==> src/pkg/mcl_pkg.sv <==
// Package with offsets, field layouts, modes and reset values of the macrocell logic block.
package mcl_pkg;

  // Register byte offsets on the AXI4-Lite slave.
  localparam logic [7:0] MCL_OFF_MODE   = 8'h00;
  localparam logic [7:0] MCL_OFF_CTRL   = 8'h04;
  localparam logic [7:0] MCL_OFF_CLKSEL = 8'h08;
  localparam logic [7:0] MCL_OFF_OECFG  = 8'h0c;
  localparam logic [7:0] MCL_OFF_STATUS = 8'h10;
  localparam int         MCL_ADDR_W     = 8;

  // Block structure.
  localparam int MCL_NUM_OUT    = 8;
  localparam int MCL_NUM_BURIED = 8;
  localparam int MCL_NUM_CELLS  = MCL_NUM_OUT + MCL_NUM_BURIED;
  localparam int MCL_MAX_TERMS  = 16;

  // Field positions inside the control, clock select and status registers.
  localparam int MCL_CTRL_INV_LSB    = 0;
  localparam int MCL_CTRL_TOG_LSB    = 16;
  localparam int MCL_CLKSEL_SEL_LSB  = 0;
  localparam int MCL_CLKSEL_LAT_LSB  = 16;
  localparam int MCL_STATUS_FB_LSB   = 0;
  localparam int MCL_STATUS_OE_LSB   = 16;
  localparam int MCL_STATUS_GATE_LSB = 24;

  // Storage mode of one macrocell, two bits in the mode register.
  typedef enum logic [1:0] {
    MCL_MODE_COMB  = 2'h0,
    MCL_MODE_REG   = 2'h1,
    MCL_MODE_LATCH = 2'h2,
    MCL_MODE_INPUT = 2'h3
  } mcl_mode_t;

  // Pin driver setting, two bits per pin in the output enable register.
  typedef enum logic [1:0] {
    MCL_OE_ON    = 2'h0,
    MCL_OE_OFF   = 2'h1,
    MCL_OE_TERM0 = 2'h2,
    MCL_OE_TERM1 = 2'h3
  } mcl_oe_t;

  // Values after reset.
  localparam logic [31:0] MCL_RST_MODE   = 32'h0000_0000;
  localparam logic [31:0] MCL_RST_CTRL   = 32'h0000_0000;
  localparam logic [31:0] MCL_RST_CLKSEL = 32'h0000_0000;
  localparam logic [31:0] MCL_RST_OECFG  = 32'h0000_5555;

  // AXI responses.
  localparam logic [1:0] MCL_RESP_OKAY   = 2'h0;
  localparam logic [1:0] MCL_RESP_SLVERR = 2'h2;

endpackage : mcl_pkg

==> src/mcl_block.sv <==
// Logic block of eight output and eight buried macrocells with pin drivers and AXI4-Lite setup.
//
// Notes on behaviour
// Output cells give a registered, latched or combinational result.
// Each cell's result may be presented true or inverted.
// Every cell returns its result as feedback in every mode.
// Registered cells may be data-capture or toggle type.
// Each storage element picks one of two shared clock or gate pins.
// Clock or gate pins remain usable as plain data inputs.
// Registers capture only on the rising edge of the selected clock.
// A latch holds its value while its gate is high.
// A latch is transparent while its gate is low.
// Shared reset and preset terms force storage without a clock.
// Buried cells used for logic act like output cells without pins.
// Buried cells may register or latch an external input instead.
// Each pin driver is always on, always off or term controlled.
// Under term control a pin uses whichever of two enable terms is chosen.
// The two enable terms are shared by all pins of the block.
// All storage of the block is initialised together, never singly.
// Eight output cells, eight buried cells, up to sixteen terms each.
// A toggle register inverts on a clock edge when its input is one.
// Reset beats preset when both terms are active.
//
// Decided for this implementation: the AXI4-Lite interface to the registers and the register offsets.
`timescale 1ns/1ps
module mcl_block
  import mcl_pkg::*;
#(
  parameter int NUM_OUT    = MCL_NUM_OUT,
  parameter int NUM_BURIED = MCL_NUM_BURIED
) (
  // Clock and reset.
  input  wire logic                    sys_clk,
  input  wire logic                    sys_rst,
  // Summed product terms, one per macrocell, outputs first then buried.
  input  wire logic [MCL_NUM_CELLS-1:0] termSum,
  // Shared control terms of the block.
  input  wire logic                    resetTerm,
  input  wire logic                    presetTerm,
  input  wire logic [1:0]              oeTerm,
  // Clock or gate pins.
  input  wire logic [1:0]              clkGatePin,
  // Pin cells.
  input  wire logic [MCL_NUM_OUT-1:0]  pinIn,
  output logic      [MCL_NUM_OUT-1:0]  pinOut,
  output logic      [MCL_NUM_OUT-1:0]  pinOe,
  // Internal routing.
  output logic      [MCL_NUM_CELLS-1:0] feedback,
  output logic      [1:0]              clkGateData,
  // AXI4-Lite write address channel.
  input  wire logic                    s_axi_awvalid,
  output logic                         s_axi_awready,
  input  wire logic [MCL_ADDR_W-1:0]   s_axi_awaddr,
  input  wire logic [2:0]              s_axi_awprot,
  // AXI4-Lite write data channel.
  input  wire logic                    s_axi_wvalid,
  output logic                         s_axi_wready,
  input  wire logic [31:0]             s_axi_wdata,
  input  wire logic [3:0]              s_axi_wstrb,
  // AXI4-Lite write response channel.
  output logic                         s_axi_bvalid,
  input  wire logic                    s_axi_bready,
  output logic      [1:0]              s_axi_bresp,
  // AXI4-Lite read address channel.
  input  wire logic                    s_axi_arvalid,
  output logic                         s_axi_arready,
  input  wire logic [MCL_ADDR_W-1:0]   s_axi_araddr,
  input  wire logic [2:0]              s_axi_arprot,
  // AXI4-Lite read data channel.
  output logic                         s_axi_rvalid,
  input  wire logic                    s_axi_rready,
  output logic      [31:0]             s_axi_rdata,
  output logic      [1:0]              s_axi_rresp
);

  // State of the block apart from the macrocell storage, which each cell holds.
  typedef struct packed {
    logic [31:0]               regMode;
    logic [31:0]               regCtrl;
    logic [31:0]               regClkSel;
    logic [31:0]               regOeCfg;
    logic [1:0]                gateLast;
    logic [1:0]                gateData;
    logic [MCL_NUM_OUT-1:0]    oe;
    logic                      awHeld;
    logic [MCL_ADDR_W-1:0]     awAddr;
    logic                      wHeld;
    logic [31:0]               wData;
    logic [3:0]                wStrb;
    logic                      awReady;
    logic                      wReady;
    logic                      bValid;
    logic [1:0]                bResp;
    logic                      arReady;
    logic                      rValid;
    logic [31:0]               rData;
    logic [1:0]                rResp;
  } mcl_block_state_t;

  mcl_block_state_t st;
  mcl_block_state_t next_st;

  logic [MCL_NUM_CELLS-1:0] cellResult;
  logic [1:0]               gateRise;
  logic                     awFire;
  logic                     wFire;
  logic                     arFire;
  logic [2:0]               unusedProt;

  // Protection bits carry no meaning for this block.
  assign unusedProt = s_axi_awprot | s_axi_arprot;

  // Rising edges of the clock or gate pins, seen against the last sampled level.
  assign gateRise = clkGatePin & ~st.gateLast;

  // Channel handshakes.
  assign awFire = s_axi_awvalid & st.awReady;
  assign wFire  = s_axi_wvalid & st.wReady;
  assign arFire = s_axi_arvalid & st.arReady;

  // Merge one written word into a register under its byte strobes.
  function automatic logic [31:0] mclMerge(input logic [31:0] old,
                                           input logic [31:0] data,
                                           input logic [3:0]  strb);
    logic [31:0] merged;
    merged = old;
    for (int b = 0; b < 4; b++) begin
      if (strb[b]) begin
        merged[8*b +: 8] = data[8*b +: 8];
      end
    end
    return merged;
  endfunction : mclMerge

  // Macrocells: the first group drives pins, the second is buried.
  generate
    for (genvar c = 0; c < MCL_NUM_CELLS; c++) begin : gCell
      localparam bit IS_BURIED = (c >= MCL_NUM_OUT);
      logic sel;
      assign sel = st.regClkSel[MCL_CLKSEL_SEL_LSB + c];
      mcl_cell #(
        .BURIED (IS_BURIED)
      ) uCell (
        .sys_clk     (sys_clk),
        .sys_rst     (sys_rst),
        .mode        (mcl_mode_t'(st.regMode[2*c +: 2])),
        .invert      (st.regCtrl[MCL_CTRL_INV_LSB + c]),
        .toggle      (st.regCtrl[MCL_CTRL_TOG_LSB + c]),
        .clkSel      (sel),
        .inLatch     (IS_BURIED ? st.regClkSel[MCL_CLKSEL_LAT_LSB + (c % MCL_NUM_OUT)] : 1'b0),
        .termSum     (termSum[c]),
        .extIn       (pinIn[c % MCL_NUM_OUT]),
        .gateLevel   (clkGatePin[sel]),
        .gateRise    (gateRise[sel]),
        .blockReset  (resetTerm),
        .blockPreset (presetTerm),
        .result      (cellResult[c])
      );
    end
  endgenerate

  // Next state: clock pin sampling, pin drivers and the AXI4-Lite slave.
  always_comb begin
    next_st = st;
    next_st.gateLast = clkGatePin;
    next_st.gateData = clkGatePin;

    // Pin driver enables from the shared enable terms.
    for (int p = 0; p < MCL_NUM_OUT; p++) begin
      case (mcl_oe_t'(st.regOeCfg[2*p +: 2]))
        MCL_OE_ON:    next_st.oe[p] = 1'b1;
        MCL_OE_OFF:   next_st.oe[p] = 1'b0;
        MCL_OE_TERM0: next_st.oe[p] = oeTerm[0];
        MCL_OE_TERM1: next_st.oe[p] = oeTerm[1];
        default:      next_st.oe[p] = 1'b0;
      endcase
    end

    // Write address and data are taken in either order and held.
    if (awFire) begin
      next_st.awHeld  = 1'b1;
      next_st.awAddr  = s_axi_awaddr;
      next_st.awReady = 1'b0;
    end
    if (wFire) begin
      next_st.wHeld  = 1'b1;
      next_st.wData  = s_axi_wdata;
      next_st.wStrb  = s_axi_wstrb;
      next_st.wReady = 1'b0;
    end

    // Perform the write once both halves are held.
    if (st.awHeld && st.wHeld && !st.bValid) begin
      next_st.awHeld = 1'b0;
      next_st.wHeld  = 1'b0;
      next_st.bValid = 1'b1;
      next_st.bResp  = MCL_RESP_OKAY;
      case ({st.awAddr[MCL_ADDR_W-1:2], 2'b00})
        MCL_OFF_MODE:   next_st.regMode   = mclMerge(st.regMode, st.wData, st.wStrb);
        MCL_OFF_CTRL:   next_st.regCtrl   = mclMerge(st.regCtrl, st.wData, st.wStrb);
        MCL_OFF_CLKSEL: next_st.regClkSel = mclMerge(st.regClkSel, st.wData, st.wStrb);
        MCL_OFF_OECFG:  next_st.regOeCfg  = mclMerge(st.regOeCfg, st.wData, st.wStrb);
        MCL_OFF_STATUS: next_st.bResp     = MCL_RESP_OKAY;
        default:        next_st.bResp     = MCL_RESP_SLVERR;
      endcase
      next_st.regOeCfg[31:2*MCL_NUM_OUT]                = '0;
      next_st.regClkSel[31:MCL_CLKSEL_LAT_LSB+MCL_NUM_BURIED] = '0;
    end

    // Write response ends on its handshake and reopens both channels.
    if (st.bValid && s_axi_bready) begin
      next_st.bValid  = 1'b0;
      next_st.awReady = 1'b1;
      next_st.wReady  = 1'b1;
    end

    // Read: one outstanding, answered in the cycle after the address.
    if (arFire) begin
      next_st.arReady = 1'b0;
      next_st.rValid  = 1'b1;
      next_st.rResp   = MCL_RESP_OKAY;
      case ({s_axi_araddr[MCL_ADDR_W-1:2], 2'b00})
        MCL_OFF_MODE:   next_st.rData = st.regMode;
        MCL_OFF_CTRL:   next_st.rData = st.regCtrl;
        MCL_OFF_CLKSEL: next_st.rData = st.regClkSel;
        MCL_OFF_OECFG:  next_st.rData = st.regOeCfg;
        MCL_OFF_STATUS: begin
          next_st.rData = '0;
          next_st.rData[MCL_STATUS_FB_LSB +: MCL_NUM_CELLS] = cellResult;
          next_st.rData[MCL_STATUS_OE_LSB +: MCL_NUM_OUT]   = st.oe;
          next_st.rData[MCL_STATUS_GATE_LSB +: 2]           = st.gateData;
        end
        default: begin
          next_st.rData = '0;
          next_st.rResp = MCL_RESP_SLVERR;
        end
      endcase
    end
    if (st.rValid && s_axi_rready) begin
      next_st.rValid  = 1'b0;
      next_st.arReady = 1'b1;
    end
  end

  // State register with synchronous reset.
  always_ff @(posedge sys_clk) begin
    if (sys_rst) begin
      st           <= '0;
      st.regMode   <= MCL_RST_MODE;
      st.regCtrl   <= MCL_RST_CTRL;
      st.regClkSel <= MCL_RST_CLKSEL;
      st.regOeCfg  <= MCL_RST_OECFG;
      st.awReady   <= 1'b1;
      st.wReady    <= 1'b1;
      st.arReady   <= 1'b1;
    end else begin
      st <= next_st;
    end
  end

  // Outputs, each straight from a flip-flop.
  assign pinOut        = cellResult[MCL_NUM_OUT-1:0];
  assign pinOe         = st.oe;
  assign feedback      = cellResult;
  assign clkGateData   = st.gateData;
  assign s_axi_awready = st.awReady;
  assign s_axi_wready  = st.wReady;
  assign s_axi_bvalid  = st.bValid;
  assign s_axi_bresp   = st.bResp;
  assign s_axi_arready = st.arReady;
  assign s_axi_rvalid  = st.rValid;
  assign s_axi_rdata   = st.rData;
  assign s_axi_rresp   = st.rResp;

endmodule : mcl_block

==> src/mcl_cell.sv <==
// One macrocell: combinational, registered (D or T), latched or input capture storage.
`timescale 1ns/1ps
module mcl_cell
  import mcl_pkg::*;
#(
  parameter bit BURIED = 1'b0
) (
  // Clock and reset.
  input  wire logic      sys_clk,
  input  wire logic      sys_rst,
  // Configuration.
  input  wire mcl_mode_t mode,
  input  wire logic      invert,
  input  wire logic      toggle,
  input  wire logic      clkSel,
  input  wire logic      inLatch,
  // Logic and control inputs.
  input  wire logic      termSum,
  input  wire logic      extIn,
  input  wire logic      gateLevel,
  input  wire logic      gateRise,
  input  wire logic      blockReset,
  input  wire logic      blockPreset,
  // Result.
  output logic           result
);

  typedef struct packed {
    logic store;
    logic result;
  } mcl_cell_state_t;

  mcl_cell_state_t st;
  mcl_cell_state_t next_st;
  mcl_mode_t       effMode;

  // A mode of input capture is meaningful only in a buried cell; elsewhere it is combinational.
  assign effMode = (mode == MCL_MODE_INPUT && !BURIED) ? MCL_MODE_COMB : mode;

  // Next storage value and the presented result.
  always_comb begin
    next_st = st;
    case (effMode)
      MCL_MODE_REG: begin
        if (gateRise) begin
          next_st.store = toggle ? (st.store ^ termSum) : termSum;
        end
      end
      MCL_MODE_LATCH: begin
        if (!gateLevel) begin
          next_st.store = termSum;
        end
      end
      MCL_MODE_INPUT: begin
        if (inLatch ? !gateLevel : gateRise) begin
          next_st.store = extIn;
        end
      end
      default: begin
        next_st.store = termSum;
      end
    endcase
    if (blockReset) begin
      next_st.store = 1'b0;
    end else if (blockPreset) begin
      next_st.store = 1'b1;
    end
    next_st.result = next_st.store ^ invert;
  end

  // State register.
  always_ff @(posedge sys_clk) begin
    if (sys_rst) begin
      st <= '0;
    end else begin
      st <= next_st;
    end
  end

  assign result = st.result;

  // Clock select is used by the parent to pick gateLevel and gateRise.
  logic unusedSel;
  assign unusedSel = clkSel;

endmodule : mcl_cell

==> config.mk <==
export PLATFORM = sky130hd
export DESIGN_NAME = mcl_block
export DESIGN_NICKNAME = d
export VERILOG_FILES = /design/src/pkg/mcl_pkg.sv /design/src/mcl_block.sv /design/src/mcl_cell.sv
export SDC_FILE = /design/constraint.sdc
export NUM_CORES = 1
export LEC_CHECK = 0
export BUFFER_PORTS_ARGS = -buffer_cell sky130_fd_sc_hd__clkbuf_2
export CELL_PAD_IN_SITES_DETAIL_PLACEMENT = 1
export CELL_PAD_IN_SITES_GLOBAL_PLACEMENT = 1
export CORE_UTILIZATION = 35
export CTS_CLUSTER_DIAMETER = 50
export CTS_CLUSTER_SIZE = 28
export DETAILED_ROUTE_END_ITERATION = 10
export PLACE_DENSITY_LB_ADDON = 0.1
export SETUP_SLACK_MARGIN = 0.15
export SYNTH_ARGS = -nofsm -noshare
export SYNTH_HDL_FRONTEND = slang
export SYNTH_SLANG_ARGS = --single-unit
==> constraint.sdc <==
create_clock -name sys_clk -period 3 [get_ports sys_clk]
set_input_delay 0.3 -clock sys_clk [delete_from_list [all_inputs] [get_ports sys_clk]]
set_output_delay 0.3 -clock sys_clk [all_outputs]
set_load 0.005 [all_outputs]
==> results of run 1 <==
power breakdown:
| group | internal (mW) | leakage [nW] | total (mW) | switching (mW) |
|---|---|---|---|---|
| sequential | 3.14 | 1.87 | 3.26 | 0.115 |
| clock | 3.19 | 0.692 | 4.86 | 1.67 |
| combinational | 0.284 | 3.72 | 0.695 | 0.410 |
what timing repair did:
action                    in CTS  in global routing
gates resized for setup        0                  0
hold endpoints to repair      20                  0
hold buffers                  20                  0
through the flow:
step / std cells / worst slack (ns) / util / hold WS (ns)
after floorplan: 1374 / 1.17 / - / 0.400
after global placement: 1870 / 0.691 / 0.377 / 0.462
after detailed placement: 1870 / 0.683 / 0.377 / 0.469
after CTS: 1962 / 0.806 / 0.424 / 0.000138
after global routing: 1962 / 0.727 / 0.424 / 0.000795
final: 1962 / 0.827 / 0.424 / 0.00638
sequential cells by signal, summed over array words and instances (netlist names), 2 cells and up:
signal and flops:
s_axi_rdata 32, gCell.uCell.result 16, gCell.sel 16, pinOe 8, st 132, gCell.uCell.st 16
clkGateData 2
cell families after synthesis:
family	after synthesis	synth area share
mux	161	0.140
flops	229	0.373
other cells	1	0.000305
fa+ha+maj	24	0.0244
compound gates	284	0.171
buf+inv	192	0.0913
xor+xnor	1	0.000712
simple gates	481	0.200
critical path: cells and delay by family, from the launching register on:
kind / cells / cell delay [ns]
DFF: 1 / 0.33
muxes: 1 / 0.25
and+or+nand+nor: 4 / 1.48
layout make-up:
| cell class | instances | area share |
|---|---|---|
| Clock buffer | 49 | 0.0741 |
| Clock inverter | 23 | 0.0231 |
| Inverter | 42 | 0.0108 |
| Multi-Input combinational cell | 953 | 0.450 |
| Sequential cell | 229 | 0.313 |
| Tap cell | 455 | 0.0389 |
| Timing Repair Buffer | 211 | 0.0895 |
cell usage in the layout (no fill, tap or decap), drive strengths merged, types with 9 or more instances in the layout:
| master | count |
|---|---|
| or2 | 9 |
| a21oi | 94 |
| nand4 | 14 |
| nand3 | 21 |
| buf | 35 |
| clkinv | 9 |
| nor2b | 34 |
| inv | 46 |
| o2111ai | 9 |
| o211ai | 18 |
| a211oi | 33 |
| dfxtp | 229 |
| nand2 | 99 |
| mux2i | 148 |
| dlygate4sd3 | 20 |
| nor3 | 33 |
| clkbuf | 205 |
| nand2b | 11 |
| ha | 24 |
| and3 | 19 |
| nor3b | 10 |
| nor2 | 182 |
| a211o | 23 |
| a221oi | 36 |
| or3b | 12 |
| a21o | 10 |
worst paths after layout:
| check | from | end | slack, ns | cells after the start |
|---|---|---|---|---|
| min reg2reg | st[70] | st[70] | 0.48 | 2 |
| min | s_axi_wdata[9] | st[54] | 0.006 | 3 |
| max | st[82] | st[189] | 0.83 | 5 |
| max reg2reg | st[82] | st[189] | 0.83 | 5 |
metal layers:
layer  share of wire  vias to the layer above
met2            0.43                      272
li1                -                     5124
met5         0.00030                        -
met3           0.048                       57
met4           0.021                        2
met1            0.50                     5268
==> summary.txt, run 1 <==
DP HPWL: 31300 µm
Final Hold Viols: 0
Synthesis-to-finish area growth: 19.0%
Number of global-route vias before repair: 10520
Critical path cell sequence: or4_4 -> nor3_4 -> and3_1 -> mux2i_1 -> nor2_1
M2 GR Usage: 0.368
Largest net degree at the start of global routing: 74
Fin crit period: 2.17 ns
RSZ-0062 raised after global routing: no
Gr ovfl total: 0
Maximum VDD drop: 0.365 mV
Leak: 6.28 nW
Type of the worst setup path: flop to flop
Nets@finish: 1595
Number of synthesized register bits: 229
Layout cells sized above 1: 0.212
Port bufs: 157
Post-synthesis cell type count: 67
Setup violations, final: 0
Fmax: 0.460 GHz
Clk slew on worst S/H paths: 0.05 ns
Final Cycle Share: 0.724
Drt first-iter violations: 475
Clock sink count: 229
Top Usage Layer GRT: met2
Die height: 189 µm
Post-synth top cells: dfxtp_1, nor2_1, mux2i_1
First-pass GRT wire length: 65500 µm
CTS tree: done
Post-route cell area: 14600 µm²
Die footprint: 35900 µm²
Yosys top cell by area: dfxtp_1
Main synth FF type: dfxtp_1
Met3 Use GR: 0.0367
Antenna violation net count after detailed routing: 0
Filler Cells Inserted: 4020
Pwr dens: 602 nW/µm²
Startpoint types: flop
Slew Limit Fails: 0
TritonRoute pass-1 iters: 5
Pwr Total: 8.81 mW
Clk_lat worst skew: 0.53 ns
Initial antenna violation count: 1
M1 GR Usage: 0.349
Hold Path Class: input pin to flop
Post-DP Area: 13000 µm²
Detailed-route via count: 10723
Status: completed
Slowest CP cell: or4_4
Register area share after synthesis: 0.373
CP endpoint kind: flop
Initial core utilization: 0.356
Gr usage total: 0.240
Drt total wl: 43300 µm
Async SR Flop Fraction: 0
I/O pins: 170
CTS Buf Count: 39
Synth Cell Area: 12300 µm²
Routed length per instance: 22.1 µm
Most frequent cell after synthesis: dfxtp_1
Top cells by area, synth: dfxtp_1, mux2i_1, nor2_1
Worst clock skew: 0.0175 ns
YS warnings: 0
DRC: 0
Core area: 34500 µm²
CP Max Fanout: 8
Vias per cell: 5.47
Post-synth EDFFs: 0
Clock Path Buffers: 3
Setup_tns: 0 ns
Max_slew headroom: 0.510
Post-CTS setup repair buffer count: 0
Routability Congestion: 0.852
Multi-input gate area: 6590 µm²
WP data arrival: 2.58 ns
Post-synth top area share: 0.373
Row count: 68
Syn_area_per_cell: 8.96 µm²
Root Buffer: clkbuf_16
Total of max-cap violations: 0
Worst path required time: 3.41 ns
N_diodes: 0
Register Area: 4580 µm²
Die width: 189 µm
Slew @ Worst Pin: 0.735 ns
CP max stage delay: 0.60 ns
CTS H-tree depth: 2
Post-synthesis cell count: 1373
No activity file was read; power rests on OpenSTA's default activity.
==> run 2, diff against run 1 <==
==> constraint.sdc (replaced) <==
create_clock -name sys_clk -period 2 [get_ports sys_clk]
set_input_delay 0.2 -clock sys_clk [delete_from_list [all_inputs] [get_ports sys_clk]]
set_output_delay 0.2 -clock sys_clk [all_outputs]
set_load 0.005 [all_outputs]
==> summary.txt, run 2 (synthesis gave the netlist of run 1 again) <==
CP Max Fanout: 8 (unchanged)
Largest net degree at the start of global routing: 71 (was 74)
Pwr dens: 734 nW/µm² (was 602 nW/µm²)
Slew Limit Fails: 0 (unchanged)
Highest-count cells in the layout ignoring fill and taps: dfxtp_1, nor2_1, clkbuf_2 (unchanged)
Total of max-cap violations: 0 (unchanged)
DRC: 0 (unchanged)
Max_slew headroom: 0.569 (was 0.510)
Fmax: 0.522 GHz (was 0.460 GHz)
Initial core utilization: 0.356 (unchanged)
Die height: 189 µm (unchanged)
RSZ-0062 raised after global routing: yes (was no)
Clock sink count: 229 (unchanged)
Status: completed (unchanged)
Die footprint: 35900 µm² (unchanged)
Core area: 34500 µm² (unchanged)
Worst setup margin: 0.0833 ns (was 0.827 ns)
Setup_tns: 0 ns (unchanged)
Detailed-route via count: 11043 (was 10723)
CTS tree: done (unchanged)
DP Worst Slack: -0.0345 ns (was 0.683 ns)
Routability Congestion: 0.848 (was 0.852)
Slew @ Worst Pin: 0.638 ns (was 0.735 ns)
Root Buffer: clkbuf_16 (unchanged)
Drt total wl: 44300 µm (was 43300 µm)
Vias per cell: 5.39 (was 5.47)
Reg2reg setup slack: 0.08 ns (was 0.83 ns)
Worst path required time: 2.44 ns (was 3.41 ns)
Type of the worst setup path: flop to flop (unchanged)
Port bufs: 157 (unchanged)
Antenna violation net count after detailed routing: 0 (unchanged)
Clk_lat worst skew: 0.57 ns (was 0.53 ns)
Drt first-iter violations: 555 (was 475)
WP data arrival: 2.36 ns (was 2.58 ns)
Hold Path Class: input pin to flop (unchanged)
Maximum VDD drop: 0.614 mV (was 0.365 mV)
Commonest non-fill, non-tap cell in the layout: dfxtp_1 (unchanged)
Gr usage total: 0.243 (was 0.240)
CTS H-tree depth: 1 (was 2)
DP HPWL: 32300 µm (was 31300 µm)
Synthesis-to-finish area growth: 27.6% (was 19.0%)
Die width: 189 µm (unchanged)
Clock Path Buffers: 3 (unchanged)
Leak: 6.67 nW (was 6.28 nW)
Row count: 68 (unchanged)
Initial antenna violation count: 0 (was 1)
Layout cells sized above 1: 0.266 (was 0.212)
Final Cycle Share: 0.958 (was 0.724)
Top reg by flops: st (unchanged)
CTS Buf Count: 31 (was 39)
N_diodes: 0 (unchanged)
TritonRoute pass-1 iters: 5 (unchanged)
Nets@finish: 1687 (was 1595)
Number of global-route vias before repair: 10862 (was 10520)
Final Hold Viols: 0 (unchanged)
Gr ovfl total: 0 (unchanged)
Clk slew on worst S/H paths: 0.06 ns (was 0.05 ns)
Max FFs per register: 132 (unchanged)
Worst clock skew: 0.0153 ns (was 0.0175 ns)
I/O pins: 170 (unchanged)
Setup violations, final: 0 (unchanged)
Startpoint types: flop (unchanged)
Routed length per instance: 21.6 µm (was 22.1 µm)
CP endpoint kind: flop (unchanged)
First-pass GRT wire length: 66700 µm (was 65500 µm)
Fin crit period: 1.92 ns (was 2.17 ns)
[run 2: what timing repair did]
action | CTS | global route
endpoints found under the hold margin | 51 | 0
pin swaps | 6 | 16
setup buffers | 3 | 4
gates resized for setup | 20 | 81
hold buffers | 57 | 0
setup endpoints to repair | 97 | 117
[run 2: per-layer routing]
layer,wire length [µm],GRT usage,vias up
li1,-,-,5291
met1,21300,0.347,5409
met2,19600,0.381,292
met3,2350,0.0319,51
met4,1070,0.0667,0
met5,0,0,-
[run 2: area by class of cell]
class	instances	area (µm²)
well taps	455	569
clock buffers	39	846
fillers	4030	18900
inverters	42	158
flip-flops and latches	229	4600
multi-input cells	953	6990
clock inverters	19	165
repair buffers	311	2360
[run 2: critical path: stages, from the launching register on]
cell,delay (ns)
dfxtp_1,0.31
or4_4,0.59
nor3b_4,0.25
buf_6,0.14
nand3_4,0.08
buf_12,0.17
mux2i_1,0.18
nor2_1,0.06
[run 2: final timing paths]
path / start / endpoint / cells after the start
max: st[82] / gCell[2].sel / 7
min: termSum[0] / gCell[0].uCell.st[1] / 3
max reg2reg: st[82] / gCell[2].sel / 7
min reg2reg: st[74] / st[74] / 2
[run 2: power by group]
part | internal (mW) | switching (mW)
clock network | 3.15 | 2.25
logic | 0.559 | 0.669
registers | 4.71 | 0.177
total | 8.42 | 3.10
[run 2: stage by stage]
stage                     cell area, µm²  instances  utilization  hold WS, ns  total power [mW]
after global placement             13500       1926        0.392        0.410              6.02
after CTS                          15300       2044        0.442      0.00685              11.6
after floorplan                    12300       1374            -        0.300              5.62
final                              15700       2048        0.454       0.0216              11.5
after global routing               15700       2048        0.454       0.0305              12.0
after detailed placement           13500       1926        0.392        0.419              6.04
==> run 3, diff against run 2 <==
--- a/config.mk
+++ b/config.mk
@@ -8,6 +8,7 @@
 export BUFFER_PORTS_ARGS = -buffer_cell sky130_fd_sc_hd__clkbuf_2
 export CELL_PAD_IN_SITES_DETAIL_PLACEMENT = 1
 export CELL_PAD_IN_SITES_GLOBAL_PLACEMENT = 1
+export CORE_MARGIN = 4
 export CORE_UTILIZATION = 35
 export CTS_CLUSTER_DIAMETER = 50
 export CTS_CLUSTER_SIZE = 28
==> constraint.sdc (replaced) <==
create_clock -name sys_clk -period 2.1 [get_ports sys_clk]
set_input_delay 0.21 -clock sys_clk [delete_from_list [all_inputs] [get_ports sys_clk]]
set_output_delay 0.21 -clock sys_clk [all_outputs]
set_load 0.005 [all_outputs]
==> summary.txt, run 3 (synthesis gave the netlist of run 1 again) <==
Initial antenna violation count: 0 (unchanged)
Flop pwr share: 0.383 (was 0.424)
Highest-count cells in the layout ignoring fill and taps: dfxtp_1, nor2_1, clkbuf_2 (unchanged)
Pwr dens: 792 nW/µm² (was 734 nW/µm²)
Total of max-cap violations: 0 (unchanged)
Nets@finish: 1659 (was 1687)
DP HPWL: 33000 µm (was 32300 µm)
Fmax: 0.511 GHz (was 0.522 GHz)
Antenna violation net count after detailed routing: 0 (unchanged)
Clk slew on worst S/H paths: 0.06 ns (about the same)
Gr usage total: 0.228 (was 0.243)
Hold Path Depth: 3 (unchanged)
Clock network fraction of design power: 0.525 (was 0.469)
CP Max Fanout: 8 (unchanged)
Root Buffer: clkbuf_16 (unchanged)
Hold Path Class: input pin to flop (unchanged)
Commonest non-fill, non-tap cell in the layout: dfxtp_1 (unchanged)
DP Worst Slack: 0.0470 ns (was -0.0345 ns)
Hold path startpoint: s_axi_arvalid (was termSum[0])
Clock Path Buffers: 3 (unchanged)
CTS tree: done (unchanged)
Final Hold Viols: 0 (unchanged)
RSZ-0062 raised after global routing: yes (unchanged)
Detailed-route via count: 10969 (was 11043)
Row count: 68 (unchanged)
CTS Buf Count: 36 (was 31)
Die width: 195 µm (was 189 µm)
Drt first-iter violations: 516 (was 555)
Hold slack: 0.0183 ns (was 0.0216 ns)
Routed length per instance: 22.2 µm (was 21.6 µm)
CP endpoint kind: flop (unchanged)
Max_slew headroom: 0.394 (was 0.569)
Reg2reg setup slack: 0.14 ns (was 0.08 ns)
Gr ovfl total: 0 (unchanged)
Fin crit period: 1.96 ns (was 1.92 ns)
Routability Congestion: 0.885 (was 0.848)
Leak: 6.55 nW (was 6.67 nW)
Die height: 195 µm (was 189 µm)
Clk_lat worst skew: 0.52 ns (was 0.57 ns)
Port bufs: 157 (unchanged)
Die footprint: 38200 µm² (was 35900 µm²)
Synthesis-to-finish area growth: 24.8% (was 27.6%)
Setup_tns: 0 ns (unchanged)
Number of global-route vias before repair: 10967 (was 10862)
Clock sink count: 229 (unchanged)
Worst-case reg-to-reg path depth: 6 (was 7)
Psw: 3.12 mW (was 3.10 mW)
Post-DP Area: 13300 µm² (was 13500 µm²)
Worst clock skew: 0.0146 ns (was 0.0153 ns)
TritonRoute pass-1 iters: 5 (unchanged)
Worst path required time: 2.49 ns (was 2.44 ns)
Reg-to-reg critical path startpoint: st[82] (unchanged)
Slew @ Worst Pin: 0.909 ns (was 0.638 ns)
Top reg by flops: st (unchanged)
Sw Share: 0.256 (was 0.269)
WP data arrival: 2.35 ns (was 2.36 ns)
Final Cycle Share: 0.932 (was 0.958)
Vias per cell: 5.43 (was 5.39)
I/O pins: 170 (unchanged)
Filler Cells Inserted: 3963 (was 4030)
Hold endpoint: s_axi_arready (was gCell[0].uCell.st[1])
Initial core utilization: 0.355 (was 0.356)
Core area: 34600 µm² (was 34500 µm²)
CTS H-tree depth: 2 (was 1)
DRC: 0 (unchanged)
Maximum VDD drop: 0.507 mV (was 0.614 mV)
Drt total wl: 44900 µm (was 44300 µm)
First-pass GRT wire length: 68000 µm (was 66700 µm)
Worst setup margin: 0.142 ns (was 0.0833 ns)
Max FFs per register: 132 (unchanged)
Slew Limit Fails: 0 (unchanged)
Type of the worst setup path: flop to flop (unchanged)
Setup violations, final: 0 (unchanged)
Largest net degree at the start of global routing: 57 (was 71)
FF-to-FF End: st[150] (was gCell[2].sel)
Internal Power: 9.04 mW (was 8.42 mW)
Comb pwr share: 0.091 (was 0.107)
Layout cells sized above 1: 0.237 (was 0.266)
Status: completed (unchanged)
N_diodes: 0 (unchanged)
Post-route cell area: 15300 µm² (was 15700 µm²)
Startpoint types: flop (unchanged)
-- run 3: worst max-delay path by stage --
stage                         from  slack (ns)                     end
finish                      st[82]        0.14                 st[150]
global route                st[82]        0.06           gCell[11].sel
CTS                         st[85]         0.1                 st[169]
detailed placement   clkGatePin[0]        0.05  gCell[15].uCell.result
global placement     clkGatePin[0]        0.08  gCell[15].uCell.result
floorplan           clkGateData[1]        0.27  gCell[11].uCell.result
-- run 3: what timing repair did --
item,CTS,global route
pin swaps,4,17
hold endpoints to repair,47,0
hold buffers,46,0
endpoints found under the setup margin,32,99
gates resized for setup,5,41
cloned,0,0
setup buffers,2,4
-- run 3: critical path, cell delays in order (launching register included) --
cell,delay (ns)
dfxtp_2,0.32
or4_4,0.60
nor3b_4,0.27
and3_4,0.23
buf_12,0.14
mux2i_1,0.21
nor2_1,0.06
-- run 3: power groups by stage --
stage	combinational (mW)	sequential (mW)	clock, mW
finish	1.11	4.66	6.39
global route	1.22	4.68	6.70
CTS	1.09	4.66	6.51
detailed placement	1.01	4.75	0
global placement	1.00	4.74	0
floorplan	0.684	4.67	0
-- run 3: final cells by class --
| type | count | area, µm² | area share |
|---|---|---|---|
| flip-flops and latches | 229 | 4600 | 0.300 |
| clock buffers | 41 | 951 | 0.0620 |
| well taps | 455 | 569 | 0.0371 |
| clock inverters | 21 | 314 | 0.0205 |
| inverters | 42 | 158 | 0.0103 |
| multi-input cells | 953 | 6740 | 0.439 |
| repair buffers | 278 | 2020 | 0.131 |
-- run 3: per-layer routing --
metal | share of wire | vias to the layer above | GRT usage
met1 | 0.49 | 5405 | 0.334
li1 | - | 5234 | -
met4 | 0.020 | 0 | 0.0491
met2 | 0.44 | 272 | 0.355
met5 | 0 | - | 0
met3 | 0.051 | 58 | 0.0345
-- run 3: per-stage QoR --
step / util / std cells / total power, mW
3_5_place_dp: 0.385 / 1905 / 5.76
6_report: 0.443 / 2019 / 12.2
5_1_grt: 0.443 / 2019 / 12.6
2_1_floorplan: - / 1374 / 5.35
3_3_place_gp: 0.385 / 1905 / 5.74
4_1_cts: 0.436 / 2015 / 12.3
